$ cat src/hw/hssc_regs.svh
// Purpose: register map, field positions and timing figures of the switch control
// Assumes: 20 MHz reference clock, 32-bit APB data, byte addresses
// Notes: definitions only
`ifndef HSSC_REGS_SVH
`define HSSC_REGS_SVH
// Register byte offsets
`define HSSC_OFF_CFG_A     8'h00
`define HSSC_OFF_CFG_B     8'h04
`define HSSC_OFF_SUP_CTRL  8'h08
`define HSSC_OFF_SUP_STAT  8'h0C
`define HSSC_OFF_OC_STAT   8'h10
`define HSSC_OFF_OL_STAT   8'h14
`define HSSC_OFF_PG1_DUTY  8'h18
`define HSSC_OFF_PG2_DUTY  8'h1C
`define HSSC_OFF_PG_FREQ   8'h20
// Supply control and status bit positions
`define HSSC_BIT_OV_DIS    0
`define HSSC_BIT_UV_DIS    1
`define HSSC_BIT_REC_EN    2
`define HSSC_BIT_OV_FLAG   0
`define HSSC_BIT_UV_FLAG   1
// Output config field: 3 bits, low output at bit 0, high output at bit 4
`define HSSC_CFG_LSB_LO    0
`define HSSC_CFG_LSB_HI    4
`define HSSC_CFG_OFF       3'h0
`define HSSC_CFG_ON        3'h1
`define HSSC_CFG_TMR1      3'h2
`define HSSC_CFG_TMR2      3'h3
`define HSSC_CFG_PG1       3'h4
`define HSSC_CFG_PG2       3'h5
// Reset values
`define HSSC_SUP_CTRL_RST  3'h0
`define HSSC_DUTY_RST      8'h00
`define HSSC_FREQ_RST      2'h0
// Timing
`define HSSC_CLK_HZ        20000000
`define HSSC_OC_FILT_NS    16000
`define HSSC_OL_FILT_NS    64000
`define HSSC_PG_LO_HZ      200
`define HSSC_PG_HI_HZ      400
`define HSSC_PG_STEPS      256
`endif

$ cat src/hw/hssc_pkg.sv
// Purpose: types and shared decode of the switch control
// Assumes: hssc_regs.svh on the include path
// Notes: bus and sensor groups travel as packed structs
`default_nettype none
package hssc_pkg;
`include "hssc_regs.svh"
    // System operating modes
    typedef enum logic [2:0] {
        mode_normal, mode_stop, mode_sleep, mode_restart, mode_failsafe
    } hssc_mode_t;
    // APB request and answer
    typedef struct packed {
        logic        psel;
        logic        penable;
        logic        pwrite;
        logic [7:0]  paddr;
        logic [31:0] pwdata;
    } hssc_apb_req_t;
    typedef struct packed {
        logic [31:0] prdata;
        logic        pready;
        logic        pslverr;
    } hssc_apb_rsp_t;
    // Comparator levels and timer levels, one bit per output for the current levels, one per timer for timer
    typedef struct packed {
        logic       supply_ov;
        logic       supply_uv;
        logic [3:0] over_current;
        logic [3:0] low_current;
        logic [1:0] timer;
    } hssc_sense_t;
    // Drive level selected by an output's config field
    function automatic logic hssc_drive(input logic [2:0] cfg,
                                        input logic [1:0] tmr,
                                        input logic [1:0] pg);
        case (cfg)
            `HSSC_CFG_ON:   return 1'b1;
            `HSSC_CFG_TMR1: return tmr[0];
            `HSSC_CFG_TMR2: return tmr[1];
            `HSSC_CFG_PG1:  return pg[0];
            `HSSC_CFG_PG2:  return pg[1];
            default:        return 1'b0;
        endcase
    endfunction
    // Least time in ns to clock cycles, rounded up
    function automatic int unsigned hssc_ns_to_cyc(input int unsigned ns);
        return (ns * (`HSSC_CLK_HZ / 1000000) + 999) / 1000;
    endfunction
endpackage
`default_nettype wire

$ cat src/hw/hssc_filter.sv
// Purpose: persistence filter for one comparator level
// Assumes: active is synchronous to ref_clk
// Notes: one pulse per unbroken run of COUNT active cycles
`timescale 1ns/1ns
`default_nettype none
module hssc_filter #(
    parameter int unsigned COUNT = 320
) (
    input  wire logic ref_clk,
    input  wire logic rst_n,
    input  wire logic active,
    output var  logic hit_q
);
    localparam int W = $clog2(COUNT + 1);
    logic [W-1:0] cnt_q;
    // Run length, saturating so a long run pulses once
    always_ff @(posedge ref_clk) begin
        if (!rst_n || !active) begin
            cnt_q <= '0;
        end else if (cnt_q != W'(COUNT)) begin
            cnt_q <= cnt_q + 1'b1;
        end
    end
    // Pulse on the cycle the run reaches COUNT
    always_ff @(posedge ref_clk) begin
        if (!rst_n) begin
            hit_q <= 1'b0;
        end else begin
            hit_q <= active && (cnt_q == W'(COUNT - 1));
        end
    end
endmodule
`default_nettype wire

$ cat src/hw/hssc_pwm.sv
// Purpose: free running 8-bit pulse generator with two rates
// Assumes: duty and fast are register outputs
// Notes: high for duty/256 of each period, so 0 never goes high
`timescale 1ns/1ns
`default_nettype none
module hssc_pwm #(
    parameter int unsigned STEP_LO = 390,
    parameter int unsigned STEP_HI = 195
) (
    input  wire logic       ref_clk,
    input  wire logic       rst_n,
    input  wire logic [7:0] duty,
    input  wire logic       fast,
    output var  logic       pwm_q
);
    localparam int W = $clog2(STEP_LO);
    logic [W-1:0] pre_q;
    logic [7:0]   phase_q;
    logic [W-1:0] last;
    logic         step;
    assign last = fast ? W'(STEP_HI - 1) : W'(STEP_LO - 1);
    assign step = (pre_q >= last);
    // Step prescaler and period phase
    always_ff @(posedge ref_clk) begin
        if (!rst_n || step) begin
            pre_q <= '0;
        end else begin
            pre_q <= pre_q + 1'b1;
        end
    end
    always_ff @(posedge ref_clk) begin
        if (!rst_n) begin
            phase_q <= 8'h00;
        end else if (step) begin
            phase_q <= phase_q + 8'h01;
        end
    end
    // Compare against duty
    always_ff @(posedge ref_clk) begin
        if (!rst_n) begin
            pwm_q <= 1'b0;
        end else begin
            pwm_q <= (phase_q < duty);
        end
    end
endmodule
`default_nettype wire

$ cat src/hw/hssc_top.sv
// Purpose: control and protection of four high-side outputs behind APB
// Assumes: comparator, timer and mode inputs synchronous to ref_clk
// Notes: zero-wait APB slave; status flags are write-one-to-clear
//
// Our own choices: the APB slave port and the placing of the registers.
`timescale 1ns/1ns
`default_nettype none
`include "hssc_regs.svh"
// Notes on behaviour
// Supply over-voltage turns off every output that is on.
// Over-voltage gone: outputs it stopped return, subject to recovery setting.
// Supply under-voltage turns off the outputs.
// Under-voltage gone: outputs it stopped return, subject to recovery setting.
// Two bits disable over-voltage and under-voltage shutdown separately.
// Recovery bit set: outputs resume their programmed config after the fault.
// Recovery bit clear: stopped outputs stay off and their config clears; here they still come on for one cycle when the fault ends.
// Over- and under-voltage have own status bits; no other flag set.
// Over-current held past 16 us filter turns that output off.
// Over-current shutdown sets the output's flag and forces config to 000.
// Software re-enables by writing config 001 or a timer/pulse choice.
// Over-current flags never self-clear; software should clear before re-enable.
// Open load checked only while on; 64 us below threshold sets flag.
// Open load leaves the output on.
// Open-load flag holds until software clears it.
// Protections stay active in stop and sleep modes.
// Software configures outputs in normal mode before low-power modes.
// Restart and fail-safe force all outputs off; software re-enables later.
// Two pulse generators, each with its own 8-bit duty register.
// Each generator runs at 200 Hz or 400 Hz, chosen per generator.
// Outputs select timer 1, timer 2 or a generator; pulses start at once; here an output joins the free-running generator mid-period.
// Software keeps duty at least 4 steps at 400 Hz, 2 at 200 Hz.
// Stop and sleep keep the config and ignore writes to it.
// A generator is high for duty/256 of every period.
module hssc_top import hssc_pkg::*; #(
    parameter int unsigned OC_CYC  = hssc_ns_to_cyc(`HSSC_OC_FILT_NS),
    parameter int unsigned OL_CYC  = hssc_ns_to_cyc(`HSSC_OL_FILT_NS),
    parameter int unsigned STEP_LO = `HSSC_CLK_HZ / (`HSSC_PG_LO_HZ * `HSSC_PG_STEPS),
    parameter int unsigned STEP_HI = `HSSC_CLK_HZ / (`HSSC_PG_HI_HZ * `HSSC_PG_STEPS)
) (
    input  wire logic          ref_clk,
    input  wire logic          rst_n,
    input  wire hssc_apb_req_t apb_req,
    output var  hssc_apb_rsp_t apb_rsp,
    input  wire hssc_sense_t   sense,
    input  wire hssc_mode_t    sys_mode,
    output var  logic [3:0]    high_side_output
);
    // Register state
    logic [3:0][2:0] cfg_q;
    logic            ov_dis_q;
    logic            uv_dis_q;
    logic            rec_en_q;
    logic            ov_flag_q;
    logic            uv_flag_q;
    logic [3:0]      oc_flag_q;
    logic [3:0]      ol_flag_q;
    logic [7:0]      duty1_q;
    logic [7:0]      duty2_q;
    logic [1:0]      fast_q;
    logic            fault_q;
    logic [3:0]      victim_q;

    // Bus phase decode
    logic [7:0]  addr;
    logic [31:0] wdata;
    logic        setup;
    logic        wr_fire;
    assign addr    = apb_req.paddr;
    assign wdata   = apb_req.pwdata;
    assign setup   = apb_req.psel && !apb_req.penable;
    assign wr_fire = apb_req.psel && apb_req.penable && apb_req.pwrite && apb_rsp.pready;

    // Write strobe for one offset
    function automatic logic wr_at(input logic [7:0] off);
        return wr_fire && (addr == off);
    endfunction

    // Write-one-to-clear mask of a status register
    function automatic logic [3:0] clr_of(input logic [7:0] off);
        return wr_at(off) ? wdata[3:0] : 4'h0;
    endfunction

    // Mode and supply fault conditions
    logic low_power;
    logic forced_off;
    logic ov_act;
    logic uv_act;
    logic fault_now;
    logic fault_end;
    assign low_power  = (sys_mode == mode_stop) || (sys_mode == mode_sleep);
    assign forced_off = (sys_mode == mode_restart) || (sys_mode == mode_failsafe);
    assign ov_act     = sense.supply_ov && !ov_dis_q;
    assign uv_act     = sense.supply_uv && !uv_dis_q;
    assign fault_now  = ov_act || uv_act;
    assign fault_end  = fault_q && !fault_now;

    // Current filters, run only while the output is driven
    logic [3:0] oc_hit;
    logic [3:0] ol_hit;
    for (genvar i = 0; i < 4; i++) begin : g_filt
        hssc_filter #(.COUNT(OC_CYC)) u_oc (
            .ref_clk (ref_clk),
            .rst_n   (rst_n),
            .active  (sense.over_current[i] && high_side_output[i]),
            .hit_q   (oc_hit[i])
        );
        hssc_filter #(.COUNT(OL_CYC)) u_ol (
            .ref_clk (ref_clk),
            .rst_n   (rst_n),
            .active  (sense.low_current[i] && high_side_output[i]),
            .hit_q   (ol_hit[i])
        );
    end

    // Pulse generators, free running
    logic [1:0] pg;
    hssc_pwm #(.STEP_LO(STEP_LO), .STEP_HI(STEP_HI)) u_pg1 (
        .ref_clk (ref_clk),
        .rst_n   (rst_n),
        .duty    (duty1_q),
        .fast    (fast_q[0]),
        .pwm_q   (pg[0])
    );
    hssc_pwm #(.STEP_LO(STEP_LO), .STEP_HI(STEP_HI)) u_pg2 (
        .ref_clk (ref_clk),
        .rst_n   (rst_n),
        .duty    (duty2_q),
        .fast    (fast_q[1]),
        .pwm_q   (pg[1])
    );

    // Output config fields with protection and mode overrides
    always_ff @(posedge ref_clk) begin
        if (!rst_n) begin
            cfg_q <= '0;
        end else begin
            for (int i = 0; i < 4; i++) begin
                if (forced_off) begin
                    cfg_q[i] <= `HSSC_CFG_OFF;
                end else if (oc_hit[i]) begin
                    cfg_q[i] <= `HSSC_CFG_OFF;
                end else if (fault_end && !rec_en_q && victim_q[i]) begin
                    cfg_q[i] <= `HSSC_CFG_OFF;
                end else if (!low_power && wr_at(i < 2 ? `HSSC_OFF_CFG_A
                                                       : `HSSC_OFF_CFG_B)) begin
                    cfg_q[i] <= wdata[((i % 2 == 1) ? `HSSC_CFG_LSB_HI
                                                    : `HSSC_CFG_LSB_LO) +: 3];
                end
            end
        end
    end

    // Outputs stopped by a supply fault, remembered until it ends
    always_ff @(posedge ref_clk) begin
        if (!rst_n) begin
            fault_q  <= 1'b0;
            victim_q <= 4'h0;
        end else begin
            fault_q <= fault_now;
            for (int i = 0; i < 4; i++) begin
                victim_q[i] <= fault_now && (victim_q[i] || (cfg_q[i] != `HSSC_CFG_OFF));
            end
        end
    end

    // Output drive; config returns to force once faults clear
    always_ff @(posedge ref_clk) begin
        if (!rst_n) begin
            high_side_output <= 4'h0;
        end else begin
            for (int i = 0; i < 4; i++) begin
                high_side_output[i] <= hssc_drive(cfg_q[i], sense.timer, pg)
                                       && !fault_now
                                       && !forced_off
                                       && !oc_hit[i];
            end
        end
    end

    // Control registers, frozen in stop and sleep modes
    always_ff @(posedge ref_clk) begin
        if (!rst_n) begin
            {rec_en_q, uv_dis_q, ov_dis_q} <= `HSSC_SUP_CTRL_RST;
            duty1_q <= `HSSC_DUTY_RST;
            duty2_q <= `HSSC_DUTY_RST;
            fast_q  <= `HSSC_FREQ_RST;
        end else if (!low_power) begin
            if (wr_at(`HSSC_OFF_SUP_CTRL)) begin
                ov_dis_q <= wdata[`HSSC_BIT_OV_DIS];
                uv_dis_q <= wdata[`HSSC_BIT_UV_DIS];
                rec_en_q <= wdata[`HSSC_BIT_REC_EN];
            end
            if (wr_at(`HSSC_OFF_PG1_DUTY)) begin
                duty1_q <= wdata[7:0];
            end
            if (wr_at(`HSSC_OFF_PG2_DUTY)) begin
                duty2_q <= wdata[7:0];
            end
            if (wr_at(`HSSC_OFF_PG_FREQ)) begin
                fast_q <= wdata[1:0];
            end
        end
    end

    // Sticky status flags; a new event wins over a clear
    logic [3:0] sup_clr;
    logic [3:0] oc_clr;
    logic [3:0] ol_clr;
    assign sup_clr = clr_of(`HSSC_OFF_SUP_STAT);
    assign oc_clr  = clr_of(`HSSC_OFF_OC_STAT);
    assign ol_clr  = clr_of(`HSSC_OFF_OL_STAT);
    always_ff @(posedge ref_clk) begin
        if (!rst_n) begin
            ov_flag_q <= 1'b0;
            uv_flag_q <= 1'b0;
            oc_flag_q <= 4'h0;
            ol_flag_q <= 4'h0;
        end else begin
            ov_flag_q <= sense.supply_ov || (ov_flag_q && !sup_clr[`HSSC_BIT_OV_FLAG]);
            uv_flag_q <= sense.supply_uv || (uv_flag_q && !sup_clr[`HSSC_BIT_UV_FLAG]);
            oc_flag_q <= oc_hit | (oc_flag_q & ~oc_clr);
            ol_flag_q <= ol_hit | (ol_flag_q & ~ol_clr);
        end
    end

    // Read data and address check
    logic [31:0] rdata;
    logic        unmapped;
    always_comb begin
        rdata    = 32'h0000_0000;
        unmapped = 1'b0;
        case (addr)
            `HSSC_OFF_CFG_A:    rdata = {24'h0, 1'b0, cfg_q[1], 1'b0, cfg_q[0]};
            `HSSC_OFF_CFG_B:    rdata = {24'h0, 1'b0, cfg_q[3], 1'b0, cfg_q[2]};
            `HSSC_OFF_SUP_CTRL: rdata = {29'h0, rec_en_q, uv_dis_q, ov_dis_q};
            `HSSC_OFF_SUP_STAT: rdata = {30'h0, uv_flag_q, ov_flag_q};
            `HSSC_OFF_OC_STAT:  rdata = {28'h0, oc_flag_q};
            `HSSC_OFF_OL_STAT:  rdata = {28'h0, ol_flag_q};
            `HSSC_OFF_PG1_DUTY: rdata = {24'h0, duty1_q};
            `HSSC_OFF_PG2_DUTY: rdata = {24'h0, duty2_q};
            `HSSC_OFF_PG_FREQ:  rdata = {30'h0, fast_q};
            default:            unmapped = 1'b1;
        endcase
    end

    // APB answer: ready in every access phase, data captured at setup
    always_ff @(posedge ref_clk) begin
        if (!rst_n) begin
            apb_rsp <= '0;
        end else begin
            apb_rsp.pready <= setup;
            if (setup) begin
                apb_rsp.prdata  <= apb_req.pwrite ? 32'h0000_0000 : rdata;
                apb_rsp.pslverr <= unmapped;
            end
        end
    end

    // Run length of an over-current on output 3
    int unsigned oc2_run_q;
    always_ff @(posedge ref_clk) begin
        if (!rst_n || !(sense.over_current[2] && high_side_output[2])) begin
            oc2_run_q <= 0;
        end else if (oc2_run_q < OC_CYC) begin
            oc2_run_q <= oc2_run_q + 1;
        end
    end
endmodule
`default_nettype wire

$ cat config.mk
export PLATFORM = sky130hd
export DESIGN_NAME = hssc_top
export DESIGN_NICKNAME = d
export VERILOG_FILES = /design/src/hw/hssc_pkg.sv /design/src/hw/hssc_filter.sv /design/src/hw/hssc_pwm.sv /design/src/hw/hssc_top.sv
export VERILOG_INCLUDE_DIRS = /design/src /design/src/hw
export SDC_FILE = /design/constraint.sdc
export NUM_CORES = 1
export LEC_CHECK = 0
export ABC_CLOCK_PERIOD_IN_PS = 1800
export BUFFER_PORTS_ARGS = -buffer_cell sky130_fd_sc_hd__buf_2
export CORE_ASPECT_RATIO = 0.5
export CORE_MARGIN = 2
export CORE_UTILIZATION = 53
export DETAILED_ROUTE_END_ITERATION = 16
export GPL_TIMING_DRIVEN = 1
export HOLD_SLACK_MARGIN = 0.15
export MAX_ROUTING_LAYER = met4
export PLACE_DENSITY = 0.76
export SETUP_SLACK_MARGIN = 0.15
export SYNTH_ARGS = -nofsm -noshare
export SYNTH_HDL_FRONTEND = slang
export SYNTH_SLANG_ARGS = --single-unit
$ cat constraint.sdc
create_clock -name ref_clk -period 1.8 [get_ports ref_clk]
set_clock_uncertainty 0.05 [all_clocks]
set_input_delay 0.54 -clock ref_clk [delete_from_list [all_inputs] [get_ports ref_clk]]
set_output_delay 0.54 -clock ref_clk [all_outputs]
set_load 0.05 [all_outputs]
# Word level (Yosys, flattened, before mapping)
# Index checks and enable logic that the tools add are counted.
[word_totals] reg_bits=210 input_bits=60 elab_cells=242
[op_classes] addsub=12 magnitude_cmp=4 eq_ne=48 n_mux=16 bitwise=8 reduce_logical=112
[ops] cell="$pmux W8 S9" n=1
[ops] cell="$logic_and A1 B1 Y1" n=57
[ops] cell="$add A9 B1 Y9 const B" n=6
[ops] cell="$add A11 B1 Y11 const B" n=4
[ops] cell="$eq A11 B11 Y1 const B" n=4
[ops] cell="$ne A11 B11 Y1 const B" n=4
[ops] cell="$eq A9 B9 Y1 const B" n=4
[ops] cell="$ne A9 B9 Y1 const B" n=4
[ops] cell="$eq A8 B5 Y1 const B" n=4
[ops] cell="$mux W32" n=1
[ops] cell="$eq A3 B2 Y1 const B" n=10
[ops] cell="$eq A3 B3 Y1 const B" n=9
[ops] cell="$logic_not A1 Y1" n=22
[ops] cell="$pmux W1 S5" n=4
[ops] cell="$logic_or A1 B1 Y1" n=19
[ops] cell="$ge A9 B9 Y1" n=2
[ops] cell="$mux W9" n=2
[ops] cell="$add A8 B1 Y8 const B" n=2
[ops] cell="$eq A8 B4 Y1 const B" n=2
[ops] cell="$lt A8 B8 Y1" n=2
[ops] cell="$reduce_or A4 Y1" n=4
[ops] cell="$eq A3 B1 Y1 const B" n=5
[ops] cell="$reduce_bool A3 Y1" n=4
[ops] cell="$reduce_or A9 Y1" n=1
[ops] cell="11 further kinds" n=23

# Depth between registers and ports, before layout
# Gate-level depths: netlist (run 1).
[depth] depth_word=8 ltp_mapped=8

# Modules after synthesis
# A second synthesis (run 1) with hierarchy kept.
[unflattened] hier_cells=1080 hier_area_um2=9751.9
[by_module_without_submodules] module="hssc_top" n_inst=1 cells_each=367 area_per_inst_um2=3355.7
[by_module_without_submodules] module="hssc_filter at g_filt[0].u_ol ..." n_inst=4 cells_each=66 area_per_inst_um2=590.6
[by_module_without_submodules] module="hssc_filter at g_filt[0].u_oc ..." n_inst=4 cells_each=53 area_per_inst_um2=485.5
[by_module_without_submodules] module="hssc_pwm at u_pg2" n_inst=1 cells_each=119 area_per_inst_um2=1047.3
[by_module_without_submodules] module="hssc_pwm at u_pg1" n_inst=1 cells_each=118 area_per_inst_um2=1044.8

# Least setup slack after synthesis (run 1)
# No wires, ideal clock.
[synth_timing] path_type="register -> register" startpoint="register fast_q[1]" endpoint="register u_pg2.phase_q[6]" arrival_ns=1.785 slack_ns=-0.105 stages_incl_launch_ff=9 n_path_buf=1 period_less_slack_ns=1.905 cell_sequence="dfxtp_1 > inv_1 > ha_1 > o21ai_0 > a21oi_1 > o21ai_1 > buf_2 > or4_1 > a21oi_1"
[synth_via] elab_chain_len=2
[synth_lines] element="start, declared" line="hssc_top.sv:59" text="logic [1:0] fast_q;"
[synth_lines] element="start signal, assigned" line="hssc_top.sv:186" text="fast_q <= `HSSC_FREQ_RST;"
[synth_lines] element="start signal, assigned" line="hssc_top.sv:200" text="fast_q <= wdata[1:0];"
[synth_lines] element="$mux W9" line="hssc_pwm.sv:21" text="assign last = fast ? W'(STEP_HI - 1) : W'(STEP_LO - 1);"
[synth_lines] element="$ge A9 B9 Y1" line="hssc_pwm.sv:22" text="assign step = (pre_q >= last);"
[synth_lines] element="end signal, assigned" line="hssc_pwm.sv:35" text="phase_q <= phase_q + 8'h01;"
[synth_lines] element="end, declared" line="hssc_pwm.sv:18" text="logic [7:0] phase_q;"
# Every way passes these cells.
# A chain may end at the register's enable or synchronous reset.

# Worst setup path in the final report (run 1)
# Ends and elaborated chain as after synthesis.

==> reports/results.env, run 1 <==
DRV_CAP=0
MAX_CLOCK_FREQ_MHz=530
YS_TOP_CELLS_BY_AREA='dfxtp_1, ha_1, nor2_1'
ANTENNA-DIODE-COUNT=0
YS_WARN_COUNT=0
CTS_INSERTED_BUFFERS=17
POWER_LEAKAGE_nW=4.26
WORST_SETUP_PATH_STARTPOINT='fast_q[1]$_SDFFE_PN0P_'
YS_TOP_CELLS_BY_COUNT='dfxtp_1, nor2_1, nand2_1, nand3_1, xor2_1'
SYNTHDOMINANTAREACELLTYPE='dfxtp_1'
SYN_INST=1022
DRT_ITER0_DRC=418
CORE_REGION_AREA_SQ_UM=16600
GRT_PASS1_WL_UM=33000
LAYOUT_STAGE_AREA_GROWTH_OVER_THE_SYNTHESIS_RESULT_PCT=23.2
GRT_START_MAX_NET_PINS=35
REPORT.FINAL.SETUP_VIOL=9
SYNTH_TOP_AREA_SHARE_PCT=41.0
GRT_USAGE_PCT=23.1
POST-ROUTE-PERIOD-UTIL_PCT=105
YS_SEQ_ELEMENTS=186
DOMINANTREGCELLSYNTH='dfxtp_1'
YS_TYPES=65
IO_PINS=98
NETLIST_AREA_SQ_UM=9080
DIE_X_UM=189
SYNTH-EDFF-COUNT=0
WORSTPATHMAXFANOUT=6
CLK_LATENCY_NS=0.43
CP-START-KIND='flop'
DRT-TOTAL-WL_UM=21000
NUMBER_OF_HOLD_SLACK_VIOLATIONS_IN_THE_FINAL_TIMING_REPORT=0
SYNTH-SEQ-AREA-SHARE_PCT=41.0
FILLER_CELL_COUNT=1219
CTSROOTBUFFERMASTER='clkbuf_16'
DETAIL-ROUTE-ANTENNA-NETS=0
TIMING.SETUP.CRITICAL_PATH_CLASS='flop to flop'
COMB_POWER_SHARE_PCT=6.3
HOLD_PATH_CLASS='primary input to flop'
SYN_AVG_CELL_AREA_SQ_UM=8.88
MAX-VDD-IR-DROP_V=0.000783
POWER_DENSITY_nW_PER_UM2=749
TRITONCTS='yes'
CTS_SINKS=186
NUMBER_OF_GLOBAL_ROUTE_VIAS_BEFORE_REPAIR=7043
PATH_DEPTH_OF_THE_WORST_REG2REG_PATH=9
SYNTH_MOST_COMMON_CELL='dfxtp_1'
REGTOREGENDPOINT='u_pg2.phase_q[6]$_SDFFE_PN0P_'
DR.PASS1.ITERS=5
INITIAL_UTILIZATION_PCT=54.8
CTS_BUFFER_DEPTH=2
POST-LAYOUT-TOTAL-POWER_mW=8.38
RESULT_OF_THE_RUN='finished, violations left'
RR_STARTPOINT='fast_q[1]$_SDFFE_PN0P_'
DPL_WORST_SLACK_NS=-0.188
SYNTH_ASYNC_SR_FLOP_SHARE_PCT=0
HOLD_PATH_DEPTH=3
DIE_H_UM=96.6
POST-ROUTE-DRC-COUNT=0
CP-END-KIND='flop'
NNETSFINAL=1258
PORT_BUFS=49
AREA_ENCLOSED_BY_THE_DIE_BOUNDARY_SQ_UM=18300
FINALWEIGHTEDCONGESTION=0.886
CLOCK_TREE.HTREE_LEVEL_COUNT=4
NUM_VIAS=7695
P_SW_mW=2.20
FLOORPLAN.ROWS=33
NUMBER_OF_ANTENNA_VIOLATIONS_AT_THE_FIRST_CHECK_IN_GLOBAL_ROUTING=0
FIN_CRIT_NS=1.89
MIN_FROM='sense[10]'
FAILED_CHECKS='setup timing'
POST_DRT_WL_PER_CELL_UM=15.1
TIMING.FINAL.MAX_SLEW_VIOLATIONS=0
INTERNAL_POWER_mW=6.18
POSTLAYOUTSETUPSLACKWORST_NS=-0.0856
CRIT_REQUIRED_NS=2.06
POWER.CLOCK.FRACTION_PCT=44.3
SWSHARE_PCT=26.3
SEQUENTIALPOWERSHARE_PCT=49.4
DETAIL_ROUTE.VIAS_PER_CELL=5.52
HOLD_WORST_PATH_END='uv_flag_q$_SDFF_PN0_'
GRT_OVERFLOW_TOTAL=0
CLK_TRANSITION_REPORTED_PATHS_NS=0.07
DRIVE_GT1_SHARE_PCT=22.6
CRITICAL_PATH_ARRIVAL_NS=2.14
POST-DP-HPWL_UM=14400
FF2FF_SETUP_SLACK_NS=-0.09
RSZ0062_AT_GRT='true'
==> cells by family (layout without fill, tap and decap cells) <==
logic type               after synthesis  count (layout)  share of synthesized area, %
XOR/XNOR                              81              81                          7.81
AO/OA/AOI/OAI                        113             113                          8.09
AND/OR/NAND/NOR                      441             441                          24.9
flip-flops                           186             186                          41.0
other                                  1              24                        0.0413
adder cells (fa/ha/maj)               44              44                          6.06
multiplexers                          58              58                          6.92
buffers and inverters                 98             220                          5.17
==> metal layers <==
layer  track usage (%)  vias up  routed length, um  share of wire, %
li1                  -     3769                  -                 -
met1              28.4     3685               9560                45
met2              39.4      208              10200                48
met3              3.97       33                963               4.6
met4              7.62        0                312               1.5
met5                 -        -                  0                 0
==> how the worst max path moves through the flow <==
| stage | slack (ns) | endpoint |
|---|---|---|
| floorplan | 0.03 | apb_rsp[5]$_SDFFE_PN0P_ |
| global placement | -0.19 | apb_rsp[5]$_SDFFE_PN0P_ |
| detailed placement | -0.19 | apb_rsp[5]$_SDFFE_PN0P_ |
| CTS | -0.06 | u_pg1.phase_q[6]$_SDFFE_PN0P_ |
| global route | -0.13 | u_pg2.phase_q[6]$_SDFFE_PN0P_ |
| finish | -0.09 | u_pg2.phase_q[6]$_SDFFE_PN0P_ |
==> flip-flops by register name, summed over array words and instances, names as in the netlist, 2 cells and up <==
signal	flops
g_filt.u_oc.hit_q	4
u_pg1.phase_q	8
victim_q	4
g_filt.u_oc.cnt_q	36
fast_q	2
cfg_q	12
u_pg1.pre_q	9
duty2_q	8
g_filt.u_ol.hit_q	4
u_pg2.pre_q	9
high_side_output	4
u_pg2.phase_q	8
ol_flag_q	4
duty1_q	8
apb_rsp	10
oc_flag_q	4
g_filt.u_ol.cnt_q	44
==> cells in the final DEF, fill, tap and decap left out, drive strengths merged, types with 5 or more instances in the layout <==
cell type,n
nor4,18
or4,6
o31ai,7
nand2b,18
mux2,8
nand3b,9
clkbuf,20
or3,7
nand3,64
and2,7
xor2,51
and4,5
xnor2,30
ha,44
dfxtp,186
inv,55
o21a,5
nand4,12
o21ai,22
and3,26
nor2b,6
a21oi,38
nor3b,5
nand2,83
mux2i,47
nor2,140
clkinv,8
conb,24
nor3,19
nor4b,9
buf,136
==> power groups by stage <==
stage	clock network (mW)	logic (mW)	registers, mW
6_report	3.71	0.530	4.14
5_1_grt	3.93	0.563	4.14
4_1_cts	3.76	0.495	4.14
3_5_place_dp	0	0.470	4.24
3_3_place_gp	0	0.460	4.24
2_1_floorplan	0	0.316	4.25
==> area by class of cell <==
cell class / count / area (sq um) / area share [%]
clock buffers: 17 / 425 / 3.80
clock inverters: 15 / 175 / 1.57
inverters: 49 / 194 / 1.73
multi-input cells: 761 / 5310 / 47.5
flip-flops and latches: 186 / 3740 / 33.5
well taps: 227 / 284 / 2.54
repair buffers: 139 / 1050 / 9.42
==> per-stage QoR <==
step	utilization [%]	setup TNS [ns]	hold WS, ns	cells	instance area (sq um)
after floorplan	-	0	0.368	1045	9230
after global routing	67.6	-1.13	0.340	1394	11200
after detailed placement	60.7	-5.16	0.376	1348	10100
after global placement	60.7	-4.30	0.372	1348	10100
after CTS	66.1	-0.172	0.328	1391	10900
final	67.6	-0.420	0.333	1394	11200
==> critical path: stages, from the launching register on <==
cell	delay, ns
dfxtp_4	0.40
inv_6	0.06
ha_4	0.26
o211ai_1	0.09
nand2b_1	0.16
o21ai_2	0.10
buf_6	0.14
buf_6	0.11
o31ai_1	0.30
a21oi_1	0.11
==> timing repair <==
action                                 4_1_cts  5_1_grt
buffers inserted                            11        3
setup endpoints to repair                   43       44
endpoints found under the hold margin        0        0
pin swaps                                   19       24
resized for setup                           49       59
hold buffers                                 0        0
(Power assumes the default switching activity.)
==> inputs of run 2 (changes only) <==
--- a/config.mk
+++ b/config.mk
@@ -10,13 +10,12 @@
 export BUFFER_PORTS_ARGS = -buffer_cell sky130_fd_sc_hd__buf_2
 export CORE_ASPECT_RATIO = 0.5
 export CORE_MARGIN = 2
-export CORE_UTILIZATION = 53
+export CORE_UTILIZATION = 30
 export DETAILED_ROUTE_END_ITERATION = 16
 export GPL_TIMING_DRIVEN = 1
 export HOLD_SLACK_MARGIN = 0.15
 export MAX_ROUTING_LAYER = met4
-export PLACE_DENSITY = 0.76
-export SETUP_SLACK_MARGIN = 0.15
+export SETUP_SLACK_MARGIN = 0.3
 export SYNTH_ARGS = -nofsm -noshare
 export SYNTH_HDL_FRONTEND = slang
 export SYNTH_SLANG_ARGS = --single-unit
==> run 2 against run 1 <==
- the run still ends with setup timing left
- power grew 1.0%
- final area grew 6.0%
- utilization shrank 27 points
- global-route usage shrank 9.0 points
- sequential cell count is the same
- critical path type unchanged
- die area grew 74%
- critical endpoint is now u_pg1.phase_q[5]$_SDFFE_PN0P_
==> reports/results.env, run 2 (synthesized netlist as in run 1, its figures left out) <==
RESULT_OF_THE_RUN='finished, violations left'
FAILED_CHECKS='setup timing'
CTS_SINKS=186  # unchanged
LARGEST-REGISTER='g_filt.u_ol.cnt_q'
CLOCK_TREE.HTREE_LEVEL_COUNT=4  # unchanged
POWER_DENSITY_nW_PER_UM2=714  # -4.7%
MULTIINPUTGATEAREA_SQ_UM=5560  # +4.8%
HOLD_SLACK_NS=0.316  # -0.0168 ns
REGISTER_AREA_SQ_UM=3790  # +1.4%
ANTENNA-DIODE-COUNT=0  # unchanged
LAYOUT_STAGE_AREA_GROWTH_OVER_THE_SYNTHESIS_RESULT_PCT=30.6
GRT_START_MAX_NET_PINS=38  # +8.6%
CRIT_REQUIRED_NS=2.12  # +0.06 ns
RR_STARTPOINT='fast_q[0]$_SDFFE_PN0P_'
NUMBER_OF_GLOBAL_ROUTE_VIAS_BEFORE_REPAIR=7419  # +5.3%
HOLD_PATH_DEPTH=3  # unchanged
POST_DRT_WL_PER_CELL_UM=13.8  # -8.2%
FINISH.CELL_COUNT_WITHOUT_FILLERS=1564  # +12%
DPL_WORST_SLACK_NS=-0.181  # +0.00687 ns
CP-START-KIND='flop'
IO_PINS=98  # unchanged
FIN_CRIT_NS=1.82  # -0.0633 ns
TRITONCTS='yes'
LARGEST_REGISTERS='g_filt.u_ol.cnt_q (44), g_filt.u_oc.cnt_q (36), cfg_q (12)'
DRT_ITER0_DRC=330  # -21%
FILLER_CELL_COUNT=2892  # +140%
FINALWEIGHTEDCONGESTION=0.887  # +0.18%
GRT_OVERFLOW_TOTAL=0  # unchanged
GRT_PASS1_WL_UM=35700  # +8.2%
DR.PASS1.ITERS=4  # -1
CLK_TRANSITION_REPORTED_PATHS_NS=0.08  # about the same
REGTOREGENDPOINT='u_pg1.phase_q[5]$_SDFFE_PN0P_'
PATH_DEPTH_OF_THE_WORST_REG2REG_PATH=7  # -2
DRV_CAP=0  # unchanged
POWER_LEAKAGE_nW=4.44  # +4.2%
DETAIL_ROUTE.VIAS_PER_CELL=4.76  # -14%
MIN_FROM='apb_req[7]'
NUMBER_OF_HOLD_SLACK_VIOLATIONS_IN_THE_FINAL_TIMING_REPORT=0  # unchanged
AREA_ENCLOSED_BY_THE_DIE_BOUNDARY_SQ_UM=31800  # +74%
MAX_CLOCK_FREQ_MHz=549  # +3.5%
PORT_BUFS=49  # unchanged
WORSTPATHMAXFANOUT=7  # +1
CTSROOTBUFFERMASTER='clkbuf_16'
MAX-VDD-IR-DROP_V=0.000680  # -13%
TIMING.SETUP.CRITICAL_PATH_CLASS='flop to flop'
CTS_BUFFER_DEPTH=2  # unchanged
FLOORPLAN.ROWS=44  # +33%
LARGEST_REGISTER_FF_COUNT=44  # unchanged
DIE_X_UM=250  # +32%
LAYOUT.CELLS.MOST_COMMON_LIST='dfxtp_1, nor2_1, buf_4'
GRT_USAGE_PCT=14.1  # -9.0 points
CLK_LATENCY_NS=0.44  # about the same
REPORT.FINAL.SETUP_VIOL=2  # -7
FINALCOREUTILIZATION_PCT=40.3  # -27 points
CRITICAL_PATH_ARRIVAL_NS=2.14  # about the same
CORE_REGION_AREA_SQ_UM=29400  # +78%
DRIVE_GT1_SHARE_PCT=28.9  # +6.3 points
CTS_INSERTED_BUFFERS=17  # unchanged
WORST_SETUP_PATH_STARTPOINT='fast_q[0]$_SDFFE_PN0P_'
CP-END-KIND='flop'
RSZ0062_AT_GRT='true'
FF2FF_SETUP_SLACK_NS=-0.02  # +0.06 ns
DP.CELLS=1506  # +12%
NUM_VIAS=7439  # -3.3%
DRT-TOTAL-WL_UM=21600  # +3.0%
POSTLAYOUTSETUPSLACKWORST_NS=-0.0222  # +0.0633 ns
CTS-HOLD-FIX-BUFFERS=0  # unchanged
TIMING.FINAL.MAX_SLEW_VIOLATIONS=0  # unchanged
POST-ROUTE-DRC-COUNT=0  # unchanged
INITIAL_UTILIZATION_PCT=30.9  # -24 points
POST-DP-HPWL_UM=15400  # +6.8%
POST-ROUTE-PERIOD-UTIL_PCT=101  # -3.5 points
NUMBER_OF_ANTENNA_VIOLATIONS_AT_THE_FIRST_CHECK_IN_GLOBAL_ROUTING=0  # unchanged
DIE_H_UM=127  # +32%
MOSTFREQUENTLAYOUTCELL='dfxtp_1'
HOLD_WORST_PATH_END='duty1_q[7]$_SDFFE_PN0P_'
NNETSFINAL=1264  # +0.48%
HOLD_PATH_CLASS='primary input to flop'
DETAIL-ROUTE-ANTENNA-NETS=0  # unchanged
[run 2: layout make-up]
class	count	area share, %
timing repair buffer	145	10.2
multi-input combinational	761	46.9
inverter	49	1.66
clock inverter	15	1.49
tap	391	4.12
sequential	186	32.0
clock buffer	17	3.59
[run 2: per-stage QoR]
stage                     TNS [ns]  cell area [sq um]  total power [mW]
after CTS                 -0.00418              11400              8.54
after global placement       -4.08              10400              4.72
after floorplan                  0               9390              4.58
after detailed placement     -5.33              10400              4.73
after global routing        -0.862              11900              8.78
final                      -0.0321              11900              8.47
[run 2: power by group]
group	switching [mW]	leakage (nW)	total, mW	internal [mW]
clock network	1.89	0.291	3.77	1.88
logic	0.366	2.63	0.568	0.203
registers	0.0139	1.52	4.13	4.12
total	2.27	4.44	8.47	6.20
[run 2: what timing repair did]
action,4_1_cts,5_1_grt
resized for setup,111,93
buffers inserted,12,13
gates cloned,1,0
setup endpoints to repair,71,98
pin swaps,21,16
[run 2: how the worst max path moves through the flow]
stage,slack (ns),to,cells past startpoint
after floorplan,0.03,apb_rsp[5]$_SDFFE_PN0P_,5
after global placement,-0.16,apb_rsp[5]$_SDFFE_PN0P_,6
after detailed placement,-0.18,apb_rsp[5]$_SDFFE_PN0P_,6
after CTS,-0.004,u_pg1.phase_q[5]$_SDFFE_PN0P_,7
after global routing,-0.13,u_pg1.phase_q[5]$_SDFFE_PN0P_,7
final,-0.02,u_pg1.phase_q[5]$_SDFFE_PN0P_,7
[run 2: metal layers]
metal  vias up  routed length (um)  global-route usage [%]
met2        81               11000                    25.0
met3        26                 507                    2.36
met4         0                 395                    4.83
met5         -                   0                       -
li1       3784                   -                       -
met1      3548                9740                    16.4
[run 2: critical path, stage by stage (launching register included)]
cell,delay [ns]
dfxtp_4,0.41
inv_6,0.06
ha_4,0.26
nor2_2,0.04
a21oi_2,0.20
o21ai_4,0.12
or4_4,0.49
a21oi_2,0.12
==> inputs of run 3 (changes only) <==
--- a/config.mk
+++ b/config.mk
@@ -6,7 +6,7 @@
 export SDC_FILE = /design/constraint.sdc
 export NUM_CORES = 1
 export LEC_CHECK = 0
-export ABC_CLOCK_PERIOD_IN_PS = 1800
+export ABC_CLOCK_PERIOD_IN_PS = 2250
 export BUFFER_PORTS_ARGS = -buffer_cell sky130_fd_sc_hd__buf_2
 export CORE_ASPECT_RATIO = 0.5
 export CORE_MARGIN = 2
==> constraint.sdc (replaced) <==
create_clock -name ref_clk -period 2.25 [get_ports ref_clk]
set_clock_uncertainty 0.05 [all_clocks]
set_input_delay 0.675 -clock ref_clk [delete_from_list [all_inputs] [get_ports ref_clk]]
set_output_delay 0.675 -clock ref_clk [all_outputs]
set_load 0.05 [all_outputs]
==> run 3 against run 2 <==
- the run now ends clean
- register-to-register slack gained 0.39 ns
- non-clock buffer count decreased by 47
- die area did not move
- clock power shrank 15%
- cell count fell by 2.9%
- maximum frequency fell by 3.3%
- power down 19%
- sequential share of layout area rose by 2.6 points
- utilization decreased by 3.6 points
- setup slack better by 0.39 ns
- highest routed layer unchanged
==> reports/results.env, run 3 (synthesized netlist as in run 1, its figures left out) <==
RESULT_OF_THE_RUN='completed'
GRTUSAGEMET2_PCT=24.0  # -0.95 points
POST-LAYOUT-TOTAL-POWER_mW=6.89  # -19%
SLOWEST_STAGE='or4_4'
INITIAL_UTILIZATION_PCT=30.9  # unchanged
POWER.CLOCK.FRACTION_PCT=46.6  # +2.1 points
NNETSFINAL=1217  # -3.7%
DP.CELLS=1475  # -2.1%
CTS_SINKS=186  # unchanged
CP-END-KIND='flop'
PATH_COMMON_CELL='buf_6'
CRIT_REQUIRED_NS=2.57  # +0.45 ns
POWER_LEAKAGE_nW=4.03  # -9.1%
CTS_BUFFER_DEPTH=2  # unchanged
GRT_START_MAX_NET_PINS=38  # unchanged
FF2FF_SETUP_SLACK_NS=0.36  # +0.39 ns
CLK_LATENCY_NS=0.44  # about the same
DRT_ITER0_DRC=378  # +15%
POST_DRT_WL_PER_CELL_UM=13.5  # -2.7%
DIE_H_UM=127  # unchanged
LARGEST_REGISTER_FF_COUNT=44  # unchanged
POST-DP-HPWL_UM=15100  # -2.0%
NUMBER_OF_GLOBAL_ROUTE_VIAS_BEFORE_REPAIR=7089  # -4.4%
FLOORPLAN.ROWS=44  # unchanged
DR.PASS1.ITERS=5  # +1
AREA_ENCLOSED_BY_THE_DIE_BOUNDARY_SQ_UM=31800  # unchanged
MIN_FROM='u_pg1.pre_q[0]$_SDFF_PP0_'
TIMING.SETUP.CRITICAL_PATH_CLASS='flop to flop'
GRTUSAGEMET3_PCT=2.79  # +0.43 points
POST-ROUTE-DRC-COUNT=0  # unchanged
WORST_SETUP_PATH_STARTPOINT='fast_q[0]$_SDFFE_PN0P_'
RR_STARTPOINT='fast_q[0]$_SDFFE_PN0P_'
NUMBER_OF_ANTENNA_VIOLATIONS_AT_THE_FIRST_CHECK_IN_GLOBAL_ROUTING=1  # +1
HOLD_WORST_PATH_END='u_pg1.pre_q[0]$_SDFF_PP0_'
IO_PINS=98  # unchanged
SWSHARE_PCT=24.4  # -2.4 points
MAX-VDD-IR-DROP_V=0.000529  # -22%
DETAIL_ROUTE.VIAS_PER_CELL=4.79  # +0.72%
INTERNAL_POWER_mW=5.21  # -16%
CORE_REGION_AREA_SQ_UM=29400  # unchanged
CLK_TRANSITION_REPORTED_PATHS_NS=0.07  # about the same
GLOBAL_ROUTE.USAGE.MET1_PCT=15.5  # -0.89 points
DRT-TOTAL-WL_UM=20400  # -5.6%
HOLD_PATH_CLASS='flop to flop'
CTSROOTBUFFERMASTER='clkbuf_16'
DRIVE_GT1_SHARE_PCT=16.3  # -13 points
FINISH.CELL_COUNT_WITHOUT_FILLERS=1518  # -2.9%
HOLD_PATH_DEPTH=1  # -2
WORSTPATHMAXFANOUT=7  # unchanged
GRT_USAGE_PCT=13.6  # -0.56 points
GRT_PASS1_WL_UM=34000  # -4.7%
CRITICAL_PATH.MAX_STAGE_DELAY_NS=0.50  # about the same
REPORT.FINAL.SETUP_VIOL=0  # -2
NUM_VIAS=7272  # -2.2%
PATH_CELLS='buf_6, ha_4, o211ai_1, nand2b_1, o21ai_2, buf_6, or4_4, a21oi_2'
CP-START-KIND='flop'
POWER_DENSITY_nW_PER_UM2=638  # -11%
SETUP-TNS-FINAL_NS=0  # +0.0321 ns
GRT_OVERFLOW_TOTAL=0  # unchanged
DIE_X_UM=250  # unchanged
LAYOUT_STAGE_AREA_GROWTH_OVER_THE_SYNTHESIS_RESULT_PCT=18.8
CRITICAL_PATH_ARRIVAL_NS=2.21  # +0.07 ns
DETAIL-ROUTE-ANTENNA-NETS=0  # unchanged
FINALWEIGHTEDCONGESTION=0.902  # +1.6%
MAX_CLOCK_FREQ_MHz=530  # -3.3%
LARGEST_REGISTERS='g_filt.u_ol.cnt_q (44), g_filt.u_oc.cnt_q (36), cfg_q (12)'
LAYOUT.CELLS.MOST_COMMON_LIST='dfxtp_1, nor2_1, nand2_1'
LARGEST-REGISTER='g_filt.u_ol.cnt_q'
FIN_CRIT_NS=1.89  # +0.0630 ns
P_SW_mW=1.68  # -26%
TRITONCTS='yes'
RSZ0062_AT_GRT='false'
PORT_BUFS=49  # unchanged
SEQUENTIALPOWERSHARE_PCT=48.2  # -0.6 points
NUMBER_OF_HOLD_SLACK_VIOLATIONS_IN_THE_FINAL_TIMING_REPORT=0  # unchanged
MOSTFREQUENTLAYOUTCELL='dfxtp_1'
CLOCK_TREE.HTREE_LEVEL_COUNT=4  # unchanged
PATH_DEPTH_OF_THE_WORST_REG2REG_PATH=8  # +1
COMB_POWER_SHARE_PCT=5.2  # -1.5 points
DRV_CAP=0  # unchanged
TIMING.FINAL.MAX_SLEW_VIOLATIONS=0  # unchanged
REGTOREGENDPOINT='u_pg1.phase_q[5]$_SDFFE_PN0P_'
CTS_INSERTED_BUFFERS=17  # unchanged
BUSIEST_LAYER='met2'
POST-ROUTE-PERIOD-UTIL_PCT=83.8  # -17 points
==> run 3: cell count changes in the layout (fill, tap and decap cells not counted), sizes merged <==
cell	before	now
diode	0	1
bufinv	0	3
clkinv	8	4
buf	145	98
inv	55	57
clkinvlp	1	0
==> run 3: how the worst max path moves through the flow <==
stage                                    end  slack (ns)  depth (start not counted)
2_1_floorplan        duty2_q[0]$_SDFFE_PN0P_        0.31                          5
3_3_place_gp           cfg_q[4]$_SDFFE_PP0P_        0.03                          6
3_5_place_dp           cfg_q[2]$_SDFFE_PP0P_      -0.009                          6
4_1_cts        u_pg2.phase_q[6]$_SDFFE_PN0P_        0.30                          7
6_report       u_pg1.phase_q[5]$_SDFFE_PN0P_        0.36                          8
5_1_grt        u_pg1.phase_q[5]$_SDFFE_PN0P_        0.29                          8
==> run 3: cell type report <==
cell class | instances | area, sq um
Inverter | 49 | 184
Clock inverter | 15 | 204
Clock buffer | 17 | 425
Antenna cell | 1 | 2.50
Sequential cell | 186 | 3730
Fill cell | 2963 | 18600
Multi-Input combinational cell | 761 | 5090
Timing Repair Buffer | 98 | 661
Tap cell | 391 | 489
==> run 3: stage by stage <==
step,utilization [%],cell area [sq um],setup WS [ns],hold WS (ns)
global placement,33.8,9950,0.0268,0.378
CTS,36.2,10600,0.298,0.394
global route,36.7,10800,0.287,0.404
floorplan,-,9170,0.308,0.368
finish,36.7,10800,0.365,0.384
detailed placement,33.8,9950,-0.00871,0.378
==> run 3: power by group through the flow <==
stage               Sequential (mW)  Clock [mW]  Combinational, mW
finish                         3.32        3.21              0.360
global route                   3.32        3.45              0.388
CTS                            3.31        3.29              0.352
detailed placement             3.39           0              0.346
global placement               3.39           0              0.340
floorplan                      3.40           0              0.248
==> run 3: repair_timing <==
action	in CTS	in global routing
resized for setup	10	22
setup endpoints to repair	17	18
setup buffers	5	5
hold endpoints to repair	0	0
hold buffers	0	0
pin swaps	5	11
==> run 3: layer usage <==
layer	vias to the layer above	routed length [um]
li1	3683	-
met1	3491	9170
met2	79	10400
met3	19	569
met4	0	273
met5	-	0
==> run 3: worst max-delay path, delay by kind of cell, from the launching register on <==
family	cells	cell delay (ns)
AOI/OAI and AO/OA	3	0.29
adders and majority gates	1	0.25
buffers and inverters	2	0.26
DFF	1	0.33
and+or+nand+nor	2	0.63
